$ cat src/piso_shift_map.vh
`ifndef PISO_SHIFT_MAP_VH
`define PISO_SHIFT_MAP_VH

// ****************************************************************
// Chain geometry
// ****************************************************************
// Number of storage stages in the chain
`define STAGE_COUNT      8
// Index of the stage fed by the chain input
`define FIRST_STAGE      0
// Index of the stage that drives the serial outputs
`define LAST_STAGE       7
// Width of the shift counter of the byte monitor
`define SHIFT_CNT_W      3

// ****************************************************************
// Reset values
// ****************************************************************
// Stage contents after reset
`define STAGE_RST        1'h0
// Complementary output after reset, inverse of the last stage
`define STAGE_N_RST      1'h1
// Gated clock history after reset, high so a held level is no edge
`define GATE_HIST_RST    1'h1
// Shift counter after reset
`define SHIFT_CNT_RST    3'h0
// Count at which a whole byte has left the chain
`define SHIFT_CNT_LAST   3'h7
// Captured byte after reset
`define BYTE_RST         8'h00

// ****************************************************************
// Monitor buffer
// ****************************************************************
// Word width of the monitor FIFO
`define FIFO_WIDTH       8
// Word depth of the monitor FIFO
`define FIFO_DEPTH       4
// Pointer width for that depth
`define FIFO_PTR_W       2

`endif

$ cat src/parallel_load_shift_register8.v
`timescale 1ns/1ps
`include "piso_shift_map.vh"

module parallel_load_shift_register8 #(
  parameter STAGES = `STAGE_COUNT,
  parameter FIFO_W = `FIFO_WIDTH,
  parameter FIFO_D = `FIFO_DEPTH,
  parameter PTR_W  = `FIFO_PTR_W
) (
  input  wire              ref_clk,
  input  wire              rstn,
  input  wire              loadShiftSelect,
  input  wire              shiftClock,
  input  wire              clockGateInput,
  input  wire              chainInput,
  input  wire [STAGES-1:0] parallelIn,
  output wire              serialOut,
  output wire              serialOutN,
  output wire              shiftStrobe,
  output wire              loadActive,
  output wire [FIFO_W-1:0] byteData,
  output wire              byteValid,
  input  wire              byteReady,
  output wire [PTR_W:0]    byteLevel,
  output wire              overrun,
  input  wire              overrunClear
);

  // ****************************************************************
  // Declarations
  // ****************************************************************
  reg  [STAGES-1:0]      stage_ff;
  wire [STAGES-1:0]      nxt_stage;
  reg                    stageN_ff;
  reg                    gateHist_ff;
  wire                   gateOr;
  wire                   shiftEvent;
  wire                   loadEvent;
  reg  [`SHIFT_CNT_W-1:0] shiftCnt_ff;
  reg  [`SHIFT_CNT_W-1:0] nxt_shiftCnt;
  reg  [FIFO_W-1:0]      assemble_ff;
  reg  [FIFO_W-1:0]      nxt_assemble;
  wire                   byteDone;
  reg                    pendValid_ff;
  reg  [FIFO_W-1:0]      pendData_ff;
  wire                   pushReady;
  reg                    overrun_ff;
  wire                   overrunSet;

  // ****************************************************************
  // Next value of one stage
  // ****************************************************************
  // Load beats shift, shift beats hold
  function stage_next;
    input doLoad;
    input doShift;
    input parBit;
    input prevBit;
    input curBit;
    begin
      if (doLoad) begin
        stage_next = parBit;
      end else if (doShift) begin
        stage_next = prevBit;
      end else begin
        stage_next = curBit;
      end
    end
  endfunction

  // ****************************************************************
  // Gated clock edge detection
  // ****************************************************************
  // Clock and gate are interchangeable, so the shift edge is the
  // rise of their OR; a held high level of either means no change
  assign gateOr     = shiftClock | clockGateInput;
  assign loadEvent  = ~loadShiftSelect;
  assign shiftEvent = loadShiftSelect & gateOr & ~gateHist_ff;

  // History of the OR, tracked during load as well so that leaving
  // load with the clock already high does not count as an edge
  always @(posedge ref_clk or negedge rstn) begin
    if (!rstn) begin
      gateHist_ff <= `GATE_HIST_RST;
    end else begin
      gateHist_ff <= gateOr;
    end
  end

  // ****************************************************************
  // Storage chain
  // ****************************************************************
  // First stage takes the chain input on a shift
  assign nxt_stage[`FIRST_STAGE] = stage_next(loadEvent, shiftEvent,
    parallelIn[`FIRST_STAGE], chainInput, stage_ff[`FIRST_STAGE]);

  // Every later stage takes its predecessor on a shift
  genvar gi;
  generate
    for (gi = `FIRST_STAGE + 1; gi < STAGES; gi = gi + 1) begin : g_stage
      assign nxt_stage[gi] = stage_next(loadEvent, shiftEvent,
        parallelIn[gi], stage_ff[gi-1], stage_ff[gi]);
    end
  endgenerate

  // Chain registers, parallel load overrides any edge
  always @(posedge ref_clk or negedge rstn) begin
    if (!rstn) begin
      stage_ff  <= {STAGES{`STAGE_RST}};
      stageN_ff <= `STAGE_N_RST;
    end else begin
      stage_ff  <= nxt_stage;
      stageN_ff <= ~nxt_stage[STAGES-1];
    end
  end

  // ****************************************************************
  // Serial and status outputs
  // ****************************************************************
  // Last stage in true and complementary form
  assign serialOut   = stage_ff[STAGES-1];
  assign serialOutN  = stageN_ff;
  // One-cycle pulse on each accepted shift
  assign shiftStrobe = shiftEvent;
  // High while parallel load is in force
  assign loadActive  = loadEvent;

  // ****************************************************************
  // Byte monitor: gathers the bits that leave the last stage
  // ****************************************************************
  // Bit leaving on a shift is the last stage before the shift,
  // gathered first bit lowest; a load restarts byte framing
  always @* begin
    nxt_shiftCnt = shiftCnt_ff;
    nxt_assemble = assemble_ff;
    if (loadEvent) begin
      nxt_shiftCnt = `SHIFT_CNT_RST;
      nxt_assemble = `BYTE_RST;
    end else if (shiftEvent) begin
      nxt_shiftCnt = shiftCnt_ff + 1'b1;
      nxt_assemble = {stage_ff[STAGES-1], assemble_ff[FIFO_W-1:1]};
    end
  end

  // A byte is complete on the eighth shift after a load
  assign byteDone = shiftEvent & (shiftCnt_ff == `SHIFT_CNT_LAST);

  // Monitor counters
  always @(posedge ref_clk or negedge rstn) begin
    if (!rstn) begin
      shiftCnt_ff <= `SHIFT_CNT_RST;
      assemble_ff <= `BYTE_RST;
    end else begin
      shiftCnt_ff <= nxt_shiftCnt;
      assemble_ff <= nxt_assemble;
    end
  end

  // ****************************************************************
  // Hand-off into the buffer
  // ****************************************************************
  // One-word holding stage in front of the FIFO; a full FIFO stalls
  // it, and a further byte arriving while it stalls is dropped
  always @(posedge ref_clk or negedge rstn) begin
    if (!rstn) begin
      pendValid_ff <= 1'b0;
      pendData_ff  <= `BYTE_RST;
    end else begin
      if (byteDone && (!pendValid_ff || pushReady)) begin
        pendValid_ff <= 1'b1;
        pendData_ff  <= {stage_ff[STAGES-1], assemble_ff[FIFO_W-1:1]};
      end else if (pushReady) begin
        pendValid_ff <= 1'b0;
      end
    end
  end

  // Lost byte when the holding stage cannot move
  assign overrunSet = byteDone & pendValid_ff & ~pushReady;

  // Sticky loss flag, a set in the clearing cycle wins
  always @(posedge ref_clk or negedge rstn) begin
    if (!rstn) begin
      overrun_ff <= 1'b0;
    end else if (overrunSet) begin
      overrun_ff <= 1'b1;
    end else if (overrunClear) begin
      overrun_ff <= 1'b0;
    end
  end

  assign overrun = overrun_ff;

  // ****************************************************************
  // Monitor FIFO
  // ****************************************************************
  byte_fifo #(
    .WIDTH (FIFO_W),
    .DEPTH (FIFO_D),
    .PTR_W (PTR_W)
  ) u_fifo (
    .ref_clk  (ref_clk),
    .rstn     (rstn),
    .inData   (pendData_ff),
    .inValid  (pendValid_ff),
    .inReady  (pushReady),
    .outData  (byteData),
    .outValid (byteValid),
    .outReady (byteReady),
    .level    (byteLevel)
  );

endmodule

$ cat src/byte_fifo.v
`timescale 1ns/1ps
`include "piso_shift_map.vh"

// ****************************************************************
// Synchronous FIFO with valid and ready on both sides
// ****************************************************************
module byte_fifo #(
  parameter WIDTH = `FIFO_WIDTH,
  parameter DEPTH = `FIFO_DEPTH,
  parameter PTR_W = `FIFO_PTR_W
) (
  input  wire             ref_clk,
  input  wire             rstn,
  input  wire [WIDTH-1:0] inData,
  input  wire             inValid,
  output wire             inReady,
  output wire [WIDTH-1:0] outData,
  output wire             outValid,
  input  wire             outReady,
  output wire [PTR_W:0]   level
);

  reg [WIDTH-1:0] mem [0:DEPTH-1];
  reg [PTR_W-1:0] wrPtr_ff;
  reg [PTR_W-1:0] rdPtr_ff;
  reg [PTR_W:0]   count_ff;
  wire            doPush;
  wire            doPop;

  // Honest full and empty flags from the word count
  assign inReady  = (count_ff != DEPTH[PTR_W:0]);
  assign outValid = (count_ff != {(PTR_W+1){1'b0}});
  assign doPush   = inValid & inReady;
  assign doPop    = outValid & outReady;
  assign outData  = mem[rdPtr_ff];
  assign level    = count_ff;

  // Storage array, written only on an accepted push
  always @(posedge ref_clk) begin
    if (doPush) begin
      mem[wrPtr_ff] <= inData;
    end
  end

  // Pointers and occupancy
  always @(posedge ref_clk or negedge rstn) begin
    if (!rstn) begin
      wrPtr_ff <= {PTR_W{1'b0}};
      rdPtr_ff <= {PTR_W{1'b0}};
      count_ff <= {(PTR_W+1){1'b0}};
    end else begin
      if (doPush) begin
        wrPtr_ff <= wrPtr_ff + 1'b1;
      end
      if (doPop) begin
        rdPtr_ff <= rdPtr_ff + 1'b1;
      end
      if (doPush && !doPop) begin
        count_ff <= count_ff + 1'b1;
      end else if (doPop && !doPush) begin
        count_ff <= count_ff - 1'b1;
      end
    end
  end

endmodule

$ cat config.mk
export PLATFORM = sky130hd
export DESIGN_NAME = parallel_load_shift_register8
export DESIGN_NICKNAME = d
export VERILOG_FILES = /design/src/parallel_load_shift_register8.v /design/src/byte_fifo.v
export VERILOG_INCLUDE_DIRS = /design/src
export SDC_FILE = /design/constraint.sdc
export NUM_CORES = 1
export LEC_CHECK = 0
export CAP_MARGIN = 0
export CORE_MARGIN = 5
export CORE_UTILIZATION = 55
export DETAILED_ROUTE_END_ITERATION = 8
export DONT_BUFFER_PORTS = 1
export PLACE_DENSITY = 0.7
export SYNTH_ARGS = -nofsm -noshare
export SYNTH_HDL_FRONTEND = slang
export SYNTH_HIERARCHICAL = 1
export SYNTH_SLANG_ARGS = --single-unit
$ cat constraint.sdc
create_clock -name ref_clk -period 2.4 [get_ports ref_clk]
set_input_delay 0.24 -clock ref_clk [delete_from_list [all_inputs] [get_ports ref_clk]]
set_output_delay 0.24 -clock ref_clk [all_outputs]
set_load 0.05 [all_outputs]
==> parameters.txt, run 1 <==
Parameter                              Value

CTS
  TritonCTS Sinks ... 69
  Buffer cell driving the clock tree root ... sky130_fd_sc_hd__clkbuf_8
  Clk Latency, worst-skew pair ... 0.33 ns
  CTS clock-pin slew for the worst setup and hold paths ... 0.07 ns
  Total CTS buffers ... 9
  CTS HTree Levels ... 3
  Clock tree from TritonCTS ... yes
  Bufs on Longest Clock Path ... 2

GRT
  Largest net degree at the start of global routing ... 38
  First-pass GRT wire length ... 7.576 mm
  Initial antenna violation count ... 0
  Vias in the first global route ... 1523
  GRT Overall Usage ... 0.1557
  GRT overflow ... 0

Timing
  Tmin final ... 2.223 ns
  Setup repair after global routing missed its margin ... no
  Setup violation total in the final timing report ... 0
  Achievable Freq ... 0.4498 GHz
  Max-slew violation count ... 0
  Hold Worst Slack ... 0.02069 ns
  Worst slew pin tran ... 0.6893 ns
  Final period util ... 0.9264
  Total Neg Setup Slack ... 0 ns
  Fin. Hold Viols ... 0
  Clock Skew ... 0.007623 ns
  Setup ws final ... 0.1766 ns
  Worst slew margin ... 0.5401

Synth
  Most used DFF post-synth ... sky130_fd_sc_hd__dfrtp_1
  Proportion of synthesized chip area in sequential cells ... 0.6580
  Share of flip-flops with an asynchronous set or reset ... 0.5362
  Post-synth EDFFs ... 32
  Area fraction in compound gates after synthesis ... 0.04967
  Syn nets ... 221
  Gate count after technology mapping ... 197
  Main combinational cell family by area after synthesis ... multiplexers
  Share of synthesized cell area in and, or, nand and nor gates ... 0.09368
  Number of synthesized register bits ... 69
  Post-synth cell types ... 34
  Number of warnings issued by yosys ... 6
  Mean cell area of the mapped netlist ... 14.58 um2
  Area share of fa/ha/maj cells after synthesis ... 0.03747
  Synthesized cell area ... 2872 um2
  Mux cell area share after synthesis ... 0.1137
  Xor/xnor share of the synthesized area ... 0.02135

Worst setup path
  Arrival time at the worst endpoint ... 2.47 ns
  Required time reported for the critical path endpoint ... 2.64 ns
  Type of destination of the critical path ... flip-flop
  Startpoint types ... flip-flop
  Worst setup slack for register-to-register paths ... 0.18 ns
  Maximum fanout along the worst path ... 5
  Worst Path Class, Setup ... reg2reg

Floorplan
  Core area ... 5075 um2
  Overall die width ... 82.26 um
  DIE HEIGHT ... 82.26 um
  Effective utilization at floorplan ... 0.5658
  Full die area ... 6766 um2
  Io pins ... 33
  Number of placement rows ... 26

Placement
  Port Buf Inserts ... 0
  Placer's final routability congestion estimate ... 0.7852
  Post-placement cell area ... 2948 um2
  Inst Count DP ... 264
  Place WS ... 0.1935 ns
  Post-DP HPWL ... 3.099 mm

Final layout
  Final non-filler cell area ... 3187 um2
  Count of fill cells added during filler insertion ... 407
  Area growth from synthesis to final layout ... 10.98%
  Final core utilization ... 0.6280
  Final instance count without filler cells ... 284
  # diodes ... 0
  Fraction of layout instances using a drive strength above 1 ... 0.2383
  Final nets ... 233

Pwr
  Sw power ... 945.7 uW
  Max rail drop VDD ... 0.4365 mV
  Post-layout power ... 2.938 mW
  Leakage component of the power ... 1.277 nW
  Power share of the combinational group ... 0.213
  Power per standard cell area ... 922.0 nW/um2
  Register share of total power ... 0.486
  Switching Share ... 0.3218
  Internal power of the cells ... 1.993 mW
  Clock network power share ... 0.301

Route
  Post-DR vias/cell ... 5.250
  1st-pass router iterations ... 4
  Via Count ... 1491
  Total routed wirelength ... 4.553 mm
  Average wire per cell in the routed design ... 16.03 um
  DRC errors left ... 0
  Number of DRC markers in iteration 0 ... 97
  Antenna Nets Post-Route ... 0

Run
  Max-cap viol count ... 0

Worst hold path
  Hold crit path type ... in2reg

Status
  Status ... completed
layout make-up:
cell class	instances	area, um2	area share
sequential	69	1889	0.5929
multi-input combinational	114	907.1	0.2846
clock buffer	9	123.9	0.03887
timing repair buffer	10	95.09	0.02984
tap	70	87.58	0.02748
clock inverter	7	65.06	0.02042
inverter	5	18.77	0.005889
path summary, 6_finish.rpt:
check	cells past startpoint	to	startpoint
setup / recovery	8	u_fifo/level[2]$_DFFE_PN0P_	u_fifo/level[0]$_DFFE_PN0P_
hold / removal	1	gateHist_ff$_DFF_PN1_	shiftClock
setup reg to reg	8	u_fifo/level[2]$_DFFE_PN0P_	u_fifo/level[0]$_DFFE_PN0P_
hold reg to reg	1	pendData_ff[0]$_DFFE_PN0P_	assemble_ff[1]$_DFFE_PN0P_
max in group asynchronous	2	serialOutN$_DFF_PN1_	rstn
min in group asynchronous	2	stage_ff[0]$_DFFE_PN0P_	rstn
logic make-up (layout without fill, tap and decap cells):
family	after synthesis	count (layout)
xor gates and xnor gates	7	7
muxes	18	18
buffers and inverters	14	31
AOI/OAI and AO/OA	22	22
and+or+nand+nor	59	59
DFF	69	69
adders and majority gates	8	8
sequential cells by signal, summed over array words and instances, names as in the netlist, 2 cells and up:
register and flops:
shiftCnt_ff 3, u_fifo/level 3, pendData_ff 8, stage_ff 8, u_fifo/mem 32, u_fifo/rdPtr_ff 2, assemble_ff 7, u_fifo/wrPtr_ff 2
power groups by stage:
stage               registers [mW]  clock network (mW)  logic (mW)
CTS                           1.43               0.911       0.632
finish                        1.43               0.885       0.626
detailed placement            1.46                   0       0.608
global placement              1.45                   0       0.588
global route                  1.45               0.955       0.662
floorplan                     1.48                   0       0.488
synth_stat cells, types with 2 or more instances:
cell type,count,area (um2)
sky130_fd_sc_hd__nand2_1,36,135.1
sky130_fd_sc_hd__dfrtp_1,35,875.8
sky130_fd_sc_hd__edfxtp_1,32,960.9
sky130_fd_sc_hd__nor2_1,11,41.29
sky130_fd_sc_hd__a21oi_1,9,45.04
sky130_fd_sc_hd__mux2_4,9,135.1
sky130_fd_sc_hd__a31oi_1,8,50.05
sky130_fd_sc_hd__mux4_2,8,180.2
sky130_fd_sc_hd__ha_1,7,87.58
sky130_fd_sc_hd__inv_1,5,18.77
sky130_fd_sc_hd__xnor2_1,5,43.79
sky130_fd_sc_hd__and2_1,4,25.02
sky130_fd_sc_hd__buf_4,3,22.52
sky130_fd_sc_hd__buf_2,2,10.01
sky130_fd_sc_hd__clkbuf_1,2,7.510
sky130_fd_sc_hd__dfstp_2,2,52.55
sky130_fd_sc_hd__xor2_1,2,17.52
timing repair:
action,CTS,global route
hold buffers,4,0
setup buffers,0,0
endpoints found under the hold margin,46,0
gates resized for setup,0,0
worst max-delay path, cell delays in order (launching register included):
cell,delay [ns]
sky130_fd_sc_hd__dfrtp_1,0.46
sky130_fd_sc_hd__or3_4,0.51
sky130_fd_sc_hd__nand2_4,0.11
sky130_fd_sc_hd__ha_1,0.17
sky130_fd_sc_hd__inv_1,0.06
sky130_fd_sc_hd__fa_1,0.38
sky130_fd_sc_hd__xor2_1,0.16
sky130_fd_sc_hd__nor2_1,0.12
sky130_fd_sc_hd__xor2_1,0.17
cells in the final DEF (no fill, tap or decap), types with 2 or more instances in the layout:
cell type                       synthesis  final
sky130_fd_sc_hd__nand2_1               36     36
sky130_fd_sc_hd__dfrtp_1               35     35
sky130_fd_sc_hd__edfxtp_1              32     32
sky130_fd_sc_hd__nor2_1                11     11
sky130_fd_sc_hd__a21oi_1                9      9
sky130_fd_sc_hd__mux2_4                 9      9
sky130_fd_sc_hd__clkbuf_8               0      9
sky130_fd_sc_hd__a31oi_1                8      8
sky130_fd_sc_hd__mux4_2                 8      8
sky130_fd_sc_hd__ha_1                   7      7
sky130_fd_sc_hd__buf_4                  3      6
sky130_fd_sc_hd__inv_1                  5      5
sky130_fd_sc_hd__xnor2_1                5      5
sky130_fd_sc_hd__and2_1                 4      4
sky130_fd_sc_hd__clkinv_2               0      3
sky130_fd_sc_hd__dlygate4sd3_1          0      3
sky130_fd_sc_hd__dfstp_2                2      2
sky130_fd_sc_hd__xor2_1                 2      2
metal layers:
layer	routed length, um	GRT usage
met4	72	0.08472
met5	0	0
met2	2356	0.2556
met3	215	0.04121
met1	1909	0.1871
(Power assumes the default switching activity.)
==> run 2, diff against run 1 <==
- CORE_ASPECT_RATIO: not set -> 0.6
- REMOVE_ABC_BUFFERS: not set -> 1
==> parameters.txt, run 2 (synthesized netlist as in run 1, its figures left out) <==
Parameter                              Value

Worst setup path
  Reg-to-reg startpoint ... u_fifo/level[0]$_DFFE_PN0P_
  Type of destination of the critical path ... flip-flop
  Number of cell instances on the worst register-to-register path ... 8
  Worst Path Class, Setup ... reg2reg
  Maximum fanout along the worst path ... 5
  Startpoint types ... flip-flop
  Required time reported for the critical path endpoint ... 2.66 ns
  Arrival time at the worst endpoint ... 2.49 ns
  Worst setup slack for register-to-register paths ... 0.17 ns
  Endpoint of the most critical register-to-register path ... u_fifo/level[2]$_DFFE_PN0P_

Route
  1st-pass router iterations ... 4
  Number of DRC markers in iteration 0 ... 61
  Total routed wirelength ... 4.846 mm
  Antenna Nets Post-Route ... 0
  Post-DR vias/cell ... 5.480
  Average wire per cell in the routed design ... 17.37 um
  Via Count ... 1529
  DRC errors left ... 0

CTS
  Total CTS buffers ... 9
  Clk Latency, worst-skew pair ... 0.33 ns
  Clock tree from TritonCTS ... yes
  Cells resized by post-CTS repair ... 0
  CTS clock-pin slew for the worst setup and hold paths ... 0.07 ns
  Bufs on Longest Clock Path ... 2
  Buffer cell driving the clock tree root ... sky130_fd_sc_hd__clkbuf_8
  CTS HTree Levels ... 3
  TritonCTS Sinks ... 69

Worst hold path
  Min-delay src ... overrunClear
  Worst hold path cell count ... 1
  Hold crit path type ... in2reg
  Hold Path End ... overrun$_DFFE_PN0P_

Final layout
  Final core utilization ... 0.6371
  Register containing the most flip-flops in the final layout ... u_fifo/mem
  Fraction of layout instances using a drive strength above 1 ... 0.2347
  Count of fill cells added during filler insertion ... 371
  Most frequent standard cell in the layout excluding fill and tap cells ... sky130_fd_sc_hd__nand2_1
  # diodes ... 0
  Most frequent cells in the layout ... sky130_fd_sc_hd__nand2_1, sky130_fd_sc_hd__dfrtp_1, sky130_fd_sc_hd__edfxtp_1, sky130_fd_sc_hd__nor2_1
  Max reg flops ... 32
  Final nets ... 232
  Registers with the most flip-flops ... u_fifo/mem: 32 flops, pendData_ff: 8 flops, stage_ff: 8 flops
  Area growth from synthesis to final layout ... 12.16%

Floorplan
  Full die area ... 6813 um2
  Effective utilization at floorplan ... 0.5681
  DIE HEIGHT ... 65.97 um
  Io pins ... 33
  Overall die width ... 103.3 um
  Number of placement rows ... 20
  Core area ... 5055 um2

GRT
  Initial antenna violation count ... 0
  First-pass GRT wire length ... 8.273 mm
  Peak-usage layer in the global routing report ... met2
  GRT Overall Usage ... 0.1663
  Largest net degree at the start of global routing ... 38
  Met3 Track Usage GR ... 0.05269
  Vias in the first global route ... 1630
  GRT overflow ... 0
  Met1 global-route usage ... 0.2195
  Met2 layer usage reported by global route ... 0.2636

Timing
  Total Neg Setup Slack ... 0 ns
  Worst slew margin ... 0.5309
  Max-slew violation count ... 0
  Tmin final ... 2.229 ns
  Fin. Hold Viols ... 0
  Setup violation total in the final timing report ... 0
  Final period util ... 0.9287
  Worst slew pin tran ... 0.7032 ns
  Hold Worst Slack ... 0.01354 ns
  Clock Skew ... 0.008808 ns
  Achievable Freq ... 0.4486 GHz
  Setup repair after global routing missed its margin ... no

Status
  Status ... completed

Placement
  Port Buf Inserts ... 0
  Placer's final routability congestion estimate ... 0.7273
  Post-DP HPWL ... 3.374 mm

Pwr
  Leakage component of the power ... 1.290 nW
  Max rail drop VDD ... 0.4519 mV
  Power per standard cell area ... 976.3 nW/um2

Run
  Max-cap viol count ... 0
## run 2: cell types whose count changed in the layout (fill, tap and decap cells not counted), sizes merged
cell,previous run,this run
dlygate4sd3,3,2
clkbuf,9,10
clkinv,4,1
bufinv,1,3
## run 2: worst max path at each step
stage,startpoint,end,slack [ns],cells past startpoint
2_1_floorplan,u_fifo/level[0]$_DFFE_PN0P_,u_fifo/level[2]$_DFFE_PN0P_,0.08,8
3_3_place_gp,u_fifo/level[0]$_DFFE_PN0P_,u_fifo/level[2]$_DFFE_PN0P_,0.30,8
3_5_place_dp,u_fifo/level[0]$_DFFE_PN0P_,u_fifo/level[2]$_DFFE_PN0P_,0.20,8
4_1_cts,u_fifo/level[0]$_DFFE_PN0P_,u_fifo/level[2]$_DFFE_PN0P_,0.18,8
5_1_grt,u_fifo/level[0]$_DFFE_PN0P_,u_fifo/level[2]$_DFFE_PN0P_,0.03,8
6_report,u_fifo/level[0]$_DFFE_PN0P_,u_fifo/level[2]$_DFFE_PN0P_,0.17,8
## run 2: per-layer routing
| layer | up-vias | part of all wire |
|---|---|---|
| met1 | 770 | 0.45 |
| met3 | 5 | 0.046 |
| met5 | - | 0 |
| li1 | 724 | - |
| met2 | 30 | 0.50 |
| met4 | 0 | 0.0050 |
## run 2: final cells by class
type,instances,area [um2],area share
timing repair buffer,9,85.08,0.02642
inverter,5,18.77,0.005828
multi-input combinational,114,907.1,0.2817
clock buffer,10,127.6,0.03963
clock inverter,6,110.1,0.03419
sequential,69,1889,0.5866
tap,66,82.58,0.02564
## run 2: through the flow
stage               cell area (um2)  instances  power, mW  setup slack (ns)
detailed placement             2943        260      2.061            0.2038
finish                         3221        279      3.144            0.1711
CTS                            3221        279      3.179            0.1818
global route                   3221        279      3.286           0.02930
floorplan                      2815        188      1.937           0.07963
global placement               2943        260      2.035            0.2957
## run 2: power breakdown
part	switching, mW	internal, mW	total (mW)	leakage [nW]
Clock	0.406	0.691	1.10	0.115
Combinational	0.398	0.223	0.621	0.408
Sequential	0.132	1.29	1.43	0.768
Total	0.936	2.21	3.14	1.29
## run 2: what timing repair did
item                       4_1_cts  5_1_grt
hold endpoints to repair        42        0
setup buffers                    0        0
setup endpoints to repair        0        0
hold buffers                     3        0
## run 2: critical path: stages, from the launching register on
cell	delay (ns)
sky130_fd_sc_hd__dfrtp_1	0.46
sky130_fd_sc_hd__or3_4	0.51
sky130_fd_sc_hd__nand2_4	0.11
sky130_fd_sc_hd__ha_1	0.19
sky130_fd_sc_hd__inv_1	0.07
sky130_fd_sc_hd__fa_1	0.37
sky130_fd_sc_hd__xor2_1	0.16
sky130_fd_sc_hd__nor2_1	0.12
sky130_fd_sc_hd__xor2_1	0.15
==> run 3, diff against run 2 <==
- CTS_CLUSTER_DIAMETER: not set -> 60
- clock period: 2.4 -> 2.9 ns (I/O delays scaled with it)
==> parameters.txt, run 3 (synthesized netlist as in run 1, its figures left out) <==
Parameter                              Value

Final layout
  Final nets ... 232
  Fraction of layout instances using a drive strength above 1 ... 0.2394
  Final core utilization ... 0.6255
  Register containing the most flip-flops in the final layout ... u_fifo/mem
  Most frequent cells in the layout ... sky130_fd_sc_hd__nand2_1, sky130_fd_sc_hd__dfrtp_1, sky130_fd_sc_hd__edfxtp_1, sky130_fd_sc_hd__nor2_1
  Most frequent standard cell in the layout excluding fill and tap cells ... sky130_fd_sc_hd__nand2_1
  # diodes ... 0
  Final instance count without filler cells ... 279
  Area growth from synthesis to final layout ... 10.11%
  Final non-filler cell area ... 3162 um2
  Max reg flops ... 32
  Registers with the most flip-flops ... u_fifo/mem: 32 flops, pendData_ff: 8 flops, stage_ff: 8 flops

Pwr
  Post-layout power ... 2.425 mW
  Leakage component of the power ... 1.273 nW
  Power per standard cell area ... 766.9 nW/um2
  Max rail drop VDD ... 0.4071 mV

Floorplan
  Effective utilization at floorplan ... 0.5681
  Overall die width ... 103.3 um
  DIE HEIGHT ... 65.97 um
  Number of placement rows ... 20
  Io pins ... 33
  Full die area ... 6813 um2
  Core area ... 5055 um2

GRT
  Largest net degree at the start of global routing ... 38
  First-pass GRT wire length ... 8.121 mm
  GRT Overall Usage ... 0.1685
  GRT overflow ... 0
  Vias in the first global route ... 1620
  Initial antenna violation count ... 0

Worst hold path
  Hold crit path type ... in2reg
  Min-delay src ... loadShiftSelect
  Worst hold path cell count ... 1
  Hold Path End ... stage_ff[5]$_DFFE_PN0P_

Worst setup path
  Maximum fanout along the worst path ... 5
  Endpoint of the most critical register-to-register path ... u_fifo/level[1]$_DFFE_PN0P_
  Number of cell instances on the worst register-to-register path ... 7
  Type of destination of the critical path ... flip-flop
  Reg-to-reg startpoint ... u_fifo/level[2]$_DFFE_PN0P_
  Required time reported for the critical path endpoint ... 3.12 ns
  Arrival time at the worst endpoint ... 2.54 ns
  Worst setup slack for register-to-register paths ... 0.58 ns
  Worst Path Class, Setup ... reg2reg
  Startpoint types ... flip-flop

Timing
  Tmin final ... 2.317 ns
  Final period util ... 0.7991
  Setup violation total in the final timing report ... 0
  Worst slew margin ... 0.5898
  Clock Skew ... 0.007333 ns
  Setup ws final ... 0.5826 ns
  Max-slew violation count ... 0
  Total Neg Setup Slack ... 0 ns
  Setup repair after global routing missed its margin ... no
  Worst slew pin tran ... 0.6153 ns
  Hold Worst Slack ... 0.04847 ns
  Fin. Hold Viols ... 0
  Achievable Freq ... 0.4315 GHz

Placement
  Inst Count DP ... 261
  Post-DP HPWL ... 3.495 mm
  Post-placement cell area ... 2950 um2
  Port Buf Inserts ... 0
  Place WS ... 0.6017 ns
  Placer's final routability congestion estimate ... 0.7275

Route
  Number of DRC markers in iteration 0 ... 82
  Antenna Nets Post-Route ... 0
  Average wire per cell in the routed design ... 17.35 um
  1st-pass router iterations ... 4
  DRC errors left ... 0
  Post-DR vias/cell ... 5.505
  Via Count ... 1536
  Total routed wirelength ... 4.842 mm

CTS
  Cells resized by post-CTS repair ... 0
  CTS HTree Levels ... 3
  Bufs on Longest Clock Path ... 2
  Buffer cell driving the clock tree root ... sky130_fd_sc_hd__clkbuf_8
  CTS clock-pin slew for the worst setup and hold paths ... 0.07 ns
  TritonCTS Sinks ... 69
  Clk Latency, worst-skew pair ... 0.34 ns
  Clock tree from TritonCTS ... yes
  Total CTS buffers ... 9

Run
  Max-cap viol count ... 0

Status
  Status ... completed
-- run 3: cell count changes in the layout (fill, tap and decap cells not counted), sizes merged --
cell	change
buf	+1
dlygate4sd3	-1
bufinv	-2
inv	-1
clkinvlp	-1
clkinv	+4
-- run 3: critical path, stage by stage (launching register included) --
cell and delay [ns]:
sky130_fd_sc_hd__dfrtp_1 0.36, sky130_fd_sc_hd__buf_4 0.20, sky130_fd_sc_hd__or3_4 0.52, sky130_fd_sc_hd__nand2_4 0.11
sky130_fd_sc_hd__ha_1 0.19, sky130_fd_sc_hd__inv_1 0.06, sky130_fd_sc_hd__fa_1 0.47, sky130_fd_sc_hd__mux2_2 0.29
-- run 3: worst max-delay path by stage --
stage	slack [ns]	cells after the start	end	start
2_1_floorplan	0.58	8	u_fifo/level[2]$_DFFE_PN0P_	u_fifo/level[0]$_DFFE_PN0P_
5_1_grt	0.49	9	u_fifo/level[2]$_DFFE_PN0P_	u_fifo/level[2]$_DFFE_PN0P_
6_report	0.58	7	u_fifo/level[1]$_DFFE_PN0P_	u_fifo/level[2]$_DFFE_PN0P_
3_5_place_dp	0.60	7	u_fifo/level[1]$_DFFE_PN0P_	u_fifo/level[2]$_DFFE_PN0P_
3_3_place_gp	0.67	9	u_fifo/level[2]$_DFFE_PN0P_	u_fifo/level[2]$_DFFE_PN0P_
4_1_cts	0.58	7	u_fifo/level[1]$_DFFE_PN0P_	u_fifo/level[2]$_DFFE_PN0P_
-- run 3: routing by layer --
layer  vias to the layer above  global-route usage  share of wire
li1                        712                   -              -
met1                       780              0.1972           0.41
met2                        34              0.2748           0.52
met3                        10             0.07060          0.052
met4                         0             0.06947          0.021
met5                         -                   0              0
-- run 3: cell type report --
type,instances,area (um2)
tap,66,82.58
clock buffer,10,127.6
fill,374,1893
timing repair buffer,9,82.58
multi-input combinational,114,907.1
clock inverter,6,53.80
inverter,5,18.77
sequential,69,1889
-- run 3: what timing repair did --
item,CTS,global route
setup buffers,0,0
hold buffers,2,0
endpoints found under the hold margin,37,0
-- run 3: where the power goes --
| part | switching (mW) | total (mW) | leakage, nW | internal [mW] |
|---|---|---|---|---|
| combinational | 0.341 | 0.530 | 0.409 | 0.188 |
| clock | 0.327 | 0.715 | 0.0972 | 0.388 |
| sequential | 0.109 | 1.18 | 0.768 | 1.07 |
